==> src/shared/gate_select_regs.vh <==
// register map and field constants for the gate input selection block
`ifndef GATE_SELECT_REGS_VH
`define GATE_SELECT_REGS_VH

`define ADDR_W 3
`define ADDR_GATE0_SEL 3'h0
`define ADDR_GATE1_SEL 3'h1
`define ADDR_POLARITY 3'h2
`define ADDR_DSEL1 3'h3
`define ADDR_DSEL2 3'h4
`define ADDR_DSEL3 3'h5
`define ADDR_DSEL4 3'h6
`define ADDR_GATE_STATUS 3'h7

`define BIT_IN4_TRUE 7
`define BIT_IN4_INV 6
`define BIT_IN3_TRUE 5
`define BIT_IN3_INV 4
`define BIT_IN2_TRUE 3
`define BIT_IN2_INV 2
`define BIT_IN1_TRUE 1
`define BIT_IN1_INV 0

`define BIT_GATE0_POL 0
`define BIT_GATE1_POL 1
`define DSEL_W 6
`define POL_W 2

`define RESET_SEL 8'h00
`define RESET_POL 2'h0
`define RESET_DSEL 6'h00
`define READ_ZERO 8'h00

`endif

==> src/hw/gate_input_select.v <==
// gate 0 and gate 1 input term selection with data source muxes
//
// Summary of operation
// - gate0 bit7 admits true data input 4
// - gate0 bit6 admits inverted data input 4
// - gate0 bit5 admits true data input 3
// - gate0 bit4 admits inverted data input 3
// - gate0 bit3 admits true data input 2
// - gate0 bit2 admits inverted data input 2
// - gate0 bit1 admits true data input 1
// - gate0 bit0 admits inverted data input 1
// - gate1 bit7 admits true data input 4
// - gate1 bit6 admits inverted data input 4
// - gate1 bit5 admits true data input 3
// - gate1 bit4 admits inverted data input 3
// - gate1 bit3 admits true data input 2
// - gate1 bit2 admits inverted data input 2
// - gate1 bit1 admits true data input 1
// - gate1 bit0 admits inverted data input 1
// - selects read/write, kept over warm reset
// - polarity bit inverts each gate output
// - 6-bit field picks each data input
//
// The address-and-strobe port and the placing of the registers were chosen for this implementation.
`include "gate_select_regs.vh"
`timescale 1ns/10ps
`default_nettype none

module gate_input_select #(
  parameter NUM_CAND = 64
) (
  // clock and reset
  input wire clk,
  input wire rst,
  // power-on or brown-out reset, clears the otherwise unknown registers
  input wire por_rst,
  // register port
  input wire [`ADDR_W-1:0] reg_addr,
  input wire [7:0] reg_wdata,
  input wire reg_wr,
  input wire reg_rd,
  output reg [7:0] reg_rdata_ff,
  // candidate input signals from outside the clock domain
  input wire [NUM_CAND-1:0] cand_in,
  // gate outputs after polarity
  output reg gate0_out_ff,
  output reg gate1_out_ff
);

  // ****************************************
  // input synchroniser
  // ****************************************
  reg [NUM_CAND-1:0] sync1_ff;
  reg [NUM_CAND-1:0] sync2_ff;
  reg [NUM_CAND-1:0] sync3_ff;
  reg [NUM_CAND-1:0] cand_ff;
  wire [NUM_CAND-1:0] nxt_cand;

  // a change counts once stages two and three agree
  assign nxt_cand = (sync2_ff & sync3_ff) | (cand_ff & (sync2_ff | sync3_ff));

  always @(posedge clk) begin
    sync1_ff <= cand_in;
    sync2_ff <= sync1_ff;
    sync3_ff <= sync2_ff;
    if (rst) begin
      cand_ff <= {NUM_CAND{1'b0}};
    end else begin
      cand_ff <= nxt_cand;
    end
  end

  // ****************************************
  // registers
  // ****************************************
  reg [7:0] gate0_term_select_ff;
  reg [7:0] gate1_term_select_ff;
  reg [`POL_W-1:0] polarity_ff;
  reg [`DSEL_W-1:0] dsel_ff [0:3];

  // only power-on reset touches them; warm reset leaves them unchanged
  always @(posedge clk) begin
    if (por_rst) begin
      gate0_term_select_ff <= `RESET_SEL;
      gate1_term_select_ff <= `RESET_SEL;
      polarity_ff <= `RESET_POL;
      dsel_ff[0] <= `RESET_DSEL;
      dsel_ff[1] <= `RESET_DSEL;
      dsel_ff[2] <= `RESET_DSEL;
      dsel_ff[3] <= `RESET_DSEL;
    end else if (reg_wr) begin
      case (reg_addr)
        `ADDR_GATE0_SEL: begin
          gate0_term_select_ff <= reg_wdata;
        end
        `ADDR_GATE1_SEL: begin
          gate1_term_select_ff <= reg_wdata;
        end
        `ADDR_POLARITY: begin
          polarity_ff <= reg_wdata[`POL_W-1:0];
        end
        `ADDR_DSEL1: begin
          dsel_ff[0] <= reg_wdata[`DSEL_W-1:0];
        end
        `ADDR_DSEL2: begin
          dsel_ff[1] <= reg_wdata[`DSEL_W-1:0];
        end
        `ADDR_DSEL3: begin
          dsel_ff[2] <= reg_wdata[`DSEL_W-1:0];
        end
        `ADDR_DSEL4: begin
          dsel_ff[3] <= reg_wdata[`DSEL_W-1:0];
        end
        default: begin
        end
      endcase
    end
  end

  // ****************************************
  // data input selection
  // ****************************************
  wire [3:0] data_sel;
  genvar gi;
  generate
    for (gi = 0; gi < 4; gi = gi + 1) begin : g_dsel
      // out-of-range index reads as zero
      assign data_sel[gi] = (dsel_ff[gi] < NUM_CAND) ?
                            cand_ff[dsel_ff[gi]] : 1'b0;
    end
  endgenerate

  wire selected_data_in1 = data_sel[0];
  wire selected_data_in2 = data_sel[1];
  wire selected_data_in3 = data_sel[2];
  wire selected_data_in4 = data_sel[3];

  // ****************************************
  // gating
  // ****************************************
  // term vector in select register bit order
  wire [7:0] terms = {selected_data_in4, ~selected_data_in4,
                      selected_data_in3, ~selected_data_in3,
                      selected_data_in2, ~selected_data_in2,
                      selected_data_in1, ~selected_data_in1};

  wire g0_in4_true_en = gate0_term_select_ff[`BIT_IN4_TRUE];
  wire g0_in4_inv_en = gate0_term_select_ff[`BIT_IN4_INV];
  wire g0_in3_true_en = gate0_term_select_ff[`BIT_IN3_TRUE];
  wire g0_in3_inv_en = gate0_term_select_ff[`BIT_IN3_INV];
  wire g0_in2_true_en = gate0_term_select_ff[`BIT_IN2_TRUE];
  wire g0_in2_inv_en = gate0_term_select_ff[`BIT_IN2_INV];
  wire g0_in1_true_en = gate0_term_select_ff[`BIT_IN1_TRUE];
  wire g0_in1_inv_en = gate0_term_select_ff[`BIT_IN1_INV];

  wire gate0_raw = (g0_in4_true_en & terms[`BIT_IN4_TRUE]) |
                   (g0_in4_inv_en & terms[`BIT_IN4_INV]) |
                   (g0_in3_true_en & terms[`BIT_IN3_TRUE]) |
                   (g0_in3_inv_en & terms[`BIT_IN3_INV]) |
                   (g0_in2_true_en & terms[`BIT_IN2_TRUE]) |
                   (g0_in2_inv_en & terms[`BIT_IN2_INV]) |
                   (g0_in1_true_en & terms[`BIT_IN1_TRUE]) |
                   (g0_in1_inv_en & terms[`BIT_IN1_INV]);

  wire g1_in4_true_en = gate1_term_select_ff[`BIT_IN4_TRUE];
  wire g1_in4_inv_en = gate1_term_select_ff[`BIT_IN4_INV];
  wire g1_in3_true_en = gate1_term_select_ff[`BIT_IN3_TRUE];
  wire g1_in3_inv_en = gate1_term_select_ff[`BIT_IN3_INV];
  wire g1_in2_true_en = gate1_term_select_ff[`BIT_IN2_TRUE];
  wire g1_in2_inv_en = gate1_term_select_ff[`BIT_IN2_INV];
  wire g1_in1_true_en = gate1_term_select_ff[`BIT_IN1_TRUE];
  wire g1_in1_inv_en = gate1_term_select_ff[`BIT_IN1_INV];

  wire gate1_raw = (g1_in4_true_en & terms[`BIT_IN4_TRUE]) |
                   (g1_in4_inv_en & terms[`BIT_IN4_INV]) |
                   (g1_in3_true_en & terms[`BIT_IN3_TRUE]) |
                   (g1_in3_inv_en & terms[`BIT_IN3_INV]) |
                   (g1_in2_true_en & terms[`BIT_IN2_TRUE]) |
                   (g1_in2_inv_en & terms[`BIT_IN2_INV]) |
                   (g1_in1_true_en & terms[`BIT_IN1_TRUE]) |
                   (g1_in1_inv_en & terms[`BIT_IN1_INV]);

  // empty selection gives an all-zero OR, so raw gate is zero
  wire gate0_invert = polarity_ff[`BIT_GATE0_POL];
  wire gate1_invert = polarity_ff[`BIT_GATE1_POL];
  wire nxt_gate0_out = gate0_raw ^ gate0_invert;
  wire nxt_gate1_out = gate1_raw ^ gate1_invert;

  always @(posedge clk) begin
    if (rst) begin
      gate0_out_ff <= 1'b0;
      gate1_out_ff <= 1'b0;
    end else begin
      gate0_out_ff <= nxt_gate0_out;
      gate1_out_ff <= nxt_gate1_out;
    end
  end

  // ****************************************
  // register read
  // ****************************************
  reg [7:0] nxt_rdata;
  always @* begin
    nxt_rdata = `READ_ZERO;
    case (reg_addr)
      `ADDR_GATE0_SEL: begin
        nxt_rdata = gate0_term_select_ff;
      end
      `ADDR_GATE1_SEL: begin
        nxt_rdata = gate1_term_select_ff;
      end
      `ADDR_POLARITY: begin
        nxt_rdata[`POL_W-1:0] = polarity_ff;
      end
      `ADDR_DSEL1: begin
        nxt_rdata[`DSEL_W-1:0] = dsel_ff[0];
      end
      `ADDR_DSEL2: begin
        nxt_rdata[`DSEL_W-1:0] = dsel_ff[1];
      end
      `ADDR_DSEL3: begin
        nxt_rdata[`DSEL_W-1:0] = dsel_ff[2];
      end
      `ADDR_DSEL4: begin
        nxt_rdata[`DSEL_W-1:0] = dsel_ff[3];
      end
      `ADDR_GATE_STATUS: begin
        nxt_rdata[`BIT_GATE0_POL] = gate0_out_ff;
        nxt_rdata[`BIT_GATE1_POL] = gate1_out_ff;
      end
      default: begin
        nxt_rdata = `READ_ZERO;
      end
    endcase
  end

  always @(posedge clk) begin
    if (rst) begin
      reg_rdata_ff <= `READ_ZERO;
    end else if (reg_rd) begin
      reg_rdata_ff <= nxt_rdata;
    end else begin
      reg_rdata_ff <= `READ_ZERO;
    end
  end

endmodule

`default_nettype wire

==> config.mk <==
export PLATFORM = sky130hd
export DESIGN_NAME = gate_input_select
export DESIGN_NICKNAME = d
export VERILOG_FILES = /design/src/hw/gate_input_select.v
export VERILOG_INCLUDE_DIRS = /design/src /design/src/shared
export SDC_FILE = /design/constraint.sdc
export NUM_CORES = 1
export LEC_CHECK = 0
export CORE_ASPECT_RATIO = 1.25
export CORE_MARGIN = 2
export CORE_UTILIZATION = 56
export DETAILED_ROUTE_END_ITERATION = 8
export DONT_BUFFER_PORTS = 1
export PLACE_DENSITY = 0.74
export SLEW_MARGIN = 20
export SYNTH_ARGS = -nofsm -noshare
export SYNTH_HDL_FRONTEND = slang
export SYNTH_SLANG_ARGS = --single-unit
==> constraint.sdc <==
create_clock -name clk -period 2.7 [get_ports clk]
set_input_delay 0.405 -clock clk [delete_from_list [all_inputs] [get_ports clk]]
set_output_delay 0.405 -clock clk [all_outputs]
set_load 0.05 [all_outputs]
### Yosys cells after proc, flatten, opt, wreduce, memory -nomap -nowiden

Memory sizes are Yosys's and may differ from the RTL's.
Index checks and enable logic that the tools add are counted.

| word-level totals | value |
|---|---|
| flip-flop bits (word level) | 284 |
| output and inout port bits | 10 |
| logic and storage cells | 105 |
| RAM bits | 24 |
| memories kept | 1 |

Memory list:

| name | depth | width | rd ports | clocked after memory_dff | write ports | RTL line | RTL |
|---|---|---|---|---|---|---|---|
| dsel_ff | 4 | 6 | 4 | 0 | 4 | gate_input_select.v:79 | `` reg [`DSEL_W-1:0] dsel_ff [0:3]; `` |

| operators by class | value |
|---|---|
| order comparisons | 4 |
| bitwise gates (word level) | 45 |
| muxes and demuxes | 33 |
| equal/unequal tests | 7 |
| reductions and logical operators | 5 |

Operators by type and width:

| kind | number |
|---|---|
| $and A64 B64 Y64 | 2 |
| $or A64 B64 Y64 | 2 |
| $lt A6 B7 Y1 const B | 4 |
| $bmux W1 S6 | 4 |
| $mux W6 | 4 |
| $pmux W4 S6 | 1 |
| $mux W1 | 22 |
| $or A1 B1 Y1 | 18 |
| $and A1 B1 Y1 | 16 |
| $pmux W2 S8 | 1 |
| $eq A3 B3 Y1 const B | 4 |
| $eq A3 B2 Y1 const B | 2 |
| $reduce_and A2 Y1 | 3 |
| $not A1 Y1 | 5 |
| $pmux W2 S2 | 1 |
| $eq A3 B1 Y1 const B | 1 |
| $logic_not A3 Y1 | 1 |
| $reduce_or A2 Y1 | 1 |
| $xor A1 B1 Y1 | 2 |

### Logic depth before layout (Yosys ltp)

| logic depth | value |
|---|---|
| depth in word-level cells | 12 |
| mapped depth | 12 |
| mapped depth without buffers | 9 |

### Worst setup path after synthesis

No wires, ideal clock.

| timing | value |
|---|---|
| kind | register -> register |
| start point | mem dsel_ff[0][0] (netlist bit) |
| end point | reg gate0_out_ff |
| period minus slack after synthesis | 2.614 ns |
| setup time | 0.123 ns |
| arrival time | 2.490 ns |
| slack | 0.086 ns |
| path buffers | 0 |
| cell stages (with the launch flop) | 10 |
| path through | edfxtp_1 mux4_2 mux2_2 and2_1 nor4_4 mux2_1 nand2_1 o211ai_1 nor3_1 mux2_1 |

RTL lines:

| element | RTL line | RTL |
|---|---|---|
| from (decl) | gate_input_select.v:79 |  |
| to (signal assigned) | gate_input_select.v:194 | `gate0_out_ff <= nxt_gate0_out;` |
| to (decl) | gate_input_select.v:46 | `output reg gate0_out_ff,` |

==> impl_metrics.ini <==
[detailed_routing]
drt_iter0_markers = 602
met2_length_um = 13400
top_layer_used = met4
drc_errors = 0
vias_per_cell = 5.82
wl_met3_um = 1770
finalWirelength_um = 26700
vias = 7786
dr.pass1.iters = 5
met1_length_um = 10500
ant_nets = 0
post_drt_wl_per_cell_um = 19.9

[logic_synthesis]
synthTopCellsByCount = dfxtp_1 (284), nand2_1 (114), a21oi_1 (84)
avgSynthCellArea_um2 = 11.6
yosys_register_bits = 308
synthDominantCellAreaShare_pct = 52.3
synth_ff_type = dfxtp_1
yosysMostFrequentCell = dfxtp_1
synth_nets = 1018
synth_area_mm2 = 0.0109
async_reset_ff_share_pct = 0
ys_seq_area_share_pct = 58.9
synthCells = 938
yosys.cell_types.count = 52
synth_edf_count = 24
yosysTopAreaCell = dfxtp_1
synth_warnings = 0
synth_area_leaders = dfxtp_1 (52%), mux4_2 (8.7%), edfxtp_1 (6.6%), mux2i_1 (5.8%), nand2_1 (3.9%)

[critical_path]
endpoint_kind = register
worst_path_most_repeated_cell = mux2i_2
crit_chain = buf_12 > mux4_2 > mux2_2 > nand3b_1 > nand4_1 > mux2i_2 > mux2i_2 > o211ai_1 > nor3_1 > mux2_1
worstReg2RegEnd = gate0_out_ff
slowest_delay_ns = 0.51
start_kind = register
path_class = register to register
r2r-start = dsel_ff[3][1]
critical_path_required_ns = 3.12
path_max_fanout = 12
r2r_slack_ns = -0.18
cp_slowest_cell = mux4_2
cp.arrival_ns = 3.30
r2r_cells = 10

[sta]
holdWs_ns = 0.0146
setup_viol = 2
timing.final.crit_share_pct = 107
hold_viol_final = 0
slew_headroom_pct = 40.7
slew_viol_final = 0
skew_ns = 0.0157
fin_tns_setup_ns = -0.345
setup_slack_ns = -0.180
worst_slew_pin_slew_ns = 0.883
fin_crit_ns = 2.88
grt_setup_unrepaired = yes
timing.fmax_mhz = 347

[clocking]
clock-sinks = 308
cts_made_buffers = 27
clock_latency_ns = 0.53
htree_levels = 1
max-clock-path-buffers = 3
root_buffer = clkbuf_16
cts_tree = built
clkTransAtPathRegs_ns = 0.07

[placement]
dp_hpwl_um = 18100
gp_congestion = 1.02
io_buffers = 0
dp_cells = 1206
pre_cts_ws_ns = -0.313

[global_route]
grt_pass1_wl_um = 41700
track_usage_pct = 25.8
grt_pass1_vias = 7862
antenna_found_initial = 0
grt-ovfl-total = 0
grt_max_degree = 65

[worst_hold_path]
hold_depth = 2
hold_class = input pin to register
holdPathEnd = polarity_ff[0]
hp-start = reg_wdata[0]

[layout]
fillCellCount = 1346
antenna_cells = 0
nets = 1162
syn_to_final_growth_pct = 23.6
layout-drive-gt1-share_pct = 17.8
final_cells = 1338

[die]
die_y_um = 160
core_mm2 = 0.0193
start_util_pct = 56.5
fp.dieW_um = 129
design.portCount = 90
row_count = 57
die-area_mm2 = 0.0206

[power]
p_per_area_mw_per_mm2 = 754
ir_drop_uv = 575
power_leakage_nw = 5.32

[status]
status = finished, violations left
violations = negative setup slack

[job]
timing.max_cap.violations = 0
==> state kept, by name, indices dropped and copies added, names as in the netlist <==
name                  flops
gate1_term_select_ff      8
sync1_ff                 64
gate0_out_ff              1
dsel_ff                  24
cand_ff                  64
sync3_ff                 64
polarity_ff               2
reg_rdata_ff              8
gate0_term_select_ff      8
sync2_ff                 64
gate1_out_ff              1
==> per-layer routing <==
layer	vias up	global-route usage [%]
met5	-	0
met3	77	4.79
li1	3668	-
met4	0	10.1
met1	3739	31.0
met2	302	45.5
==> through the flow <==
step                area, µm²  total power (W)  utilization (%)
floorplan               10900          0.00564                -
global placement        11600          0.00592             60.3
detailed placement      11600          0.00594             60.3
CTS                     13400           0.0102             69.7
global route            13400           0.0105             69.8
finish                  13400           0.0101             69.8
==> worst max path at each step <==
stage                             start            to
after floorplan           dsel_ff[0][0]  gate0_out_ff
after global placement    dsel_ff[3][0]  gate0_out_ff
after detailed placement  dsel_ff[3][0]  gate0_out_ff
after CTS                 dsel_ff[3][1]  gate0_out_ff
after global routing      dsel_ff[3][1]  gate0_out_ff
final                     dsel_ff[3][1]  gate0_out_ff
==> final cells by class <==
cell class                      instances  area, µm²  share of cell area (%)
Sequential cell                       308       6410                    47.6
Inverter                                5       18.8                   0.140
Tap cell                              236        295                    2.20
Multi-Input combinational cell        579       4260                    31.7
Clock inverter                         15        213                    1.58
Clock buffer                           34        763                    5.68
Timing Repair Buffer                  161       1500                    11.1
==> worst max-delay path: cells and delay by family (launching register included) <==
kind / cells / cell delay (ns)
buf+inv: 1 / 0.17
compound gates: 1 / 0.12
simple gates: 3 / 0.40
mux: 5 / 1.69
flops: 1 / 0.38
==> cells in the final DEF, fill, tap and decap left out, types with 5 or more instances in the layout <==
cell,count
nand2b_1,13
a22oi_1,6
mux2_2,6
o21ai_1,8
clkinv_2,5
mux4_2,42
nor3_1,7
clkbuf_16,28
buf_12,6
nor2b_1,13
buf_4,78
dlygate4sd3_1,75
o21ai_0,67
nand3_1,13
o22ai_1,7
edfxtp_1,24
a211oi_1,8
dfxtp_1,284
nand2_1,114
bufinv_16,5
and2_1,25
o211ai_1,6
mux2_1,17
a21oi_1,84
o211a_1,5
nor2_1,27
mux2i_1,61
nor4_1,5
==> cell families (layout without fill, tap and decap cells) <==
group,count (synthesis),after routing,share of synthesized area (%)
AO/OA/AOI/OAI,212,212,11.3
multiplexers,131,131,17.2
buffers and inverters,51,215,2.28
XOR/XNOR,1,1,0.0805
AND/OR/NAND/NOR,235,235,10.3
flip-flops,308,308,58.9
==> power breakdown <==
group          switching, W  internal, W  total (W)
clock network       0.00166      0.00249    0.00415
registers          0.000216      0.00485    0.00507
logic              0.000413     0.000508   0.000921
==> timing repair <==
action	4_1_cts	5_1_grt
gates cloned	0	0
setup buffers	5	2
hold endpoints to repair	148	0
gates resized for setup	5	4
pin swaps	6	3
endpoints found under the setup margin	2	2
hold buffers	76	0
No activity file was read; power rests on OpenSTA's default activity.
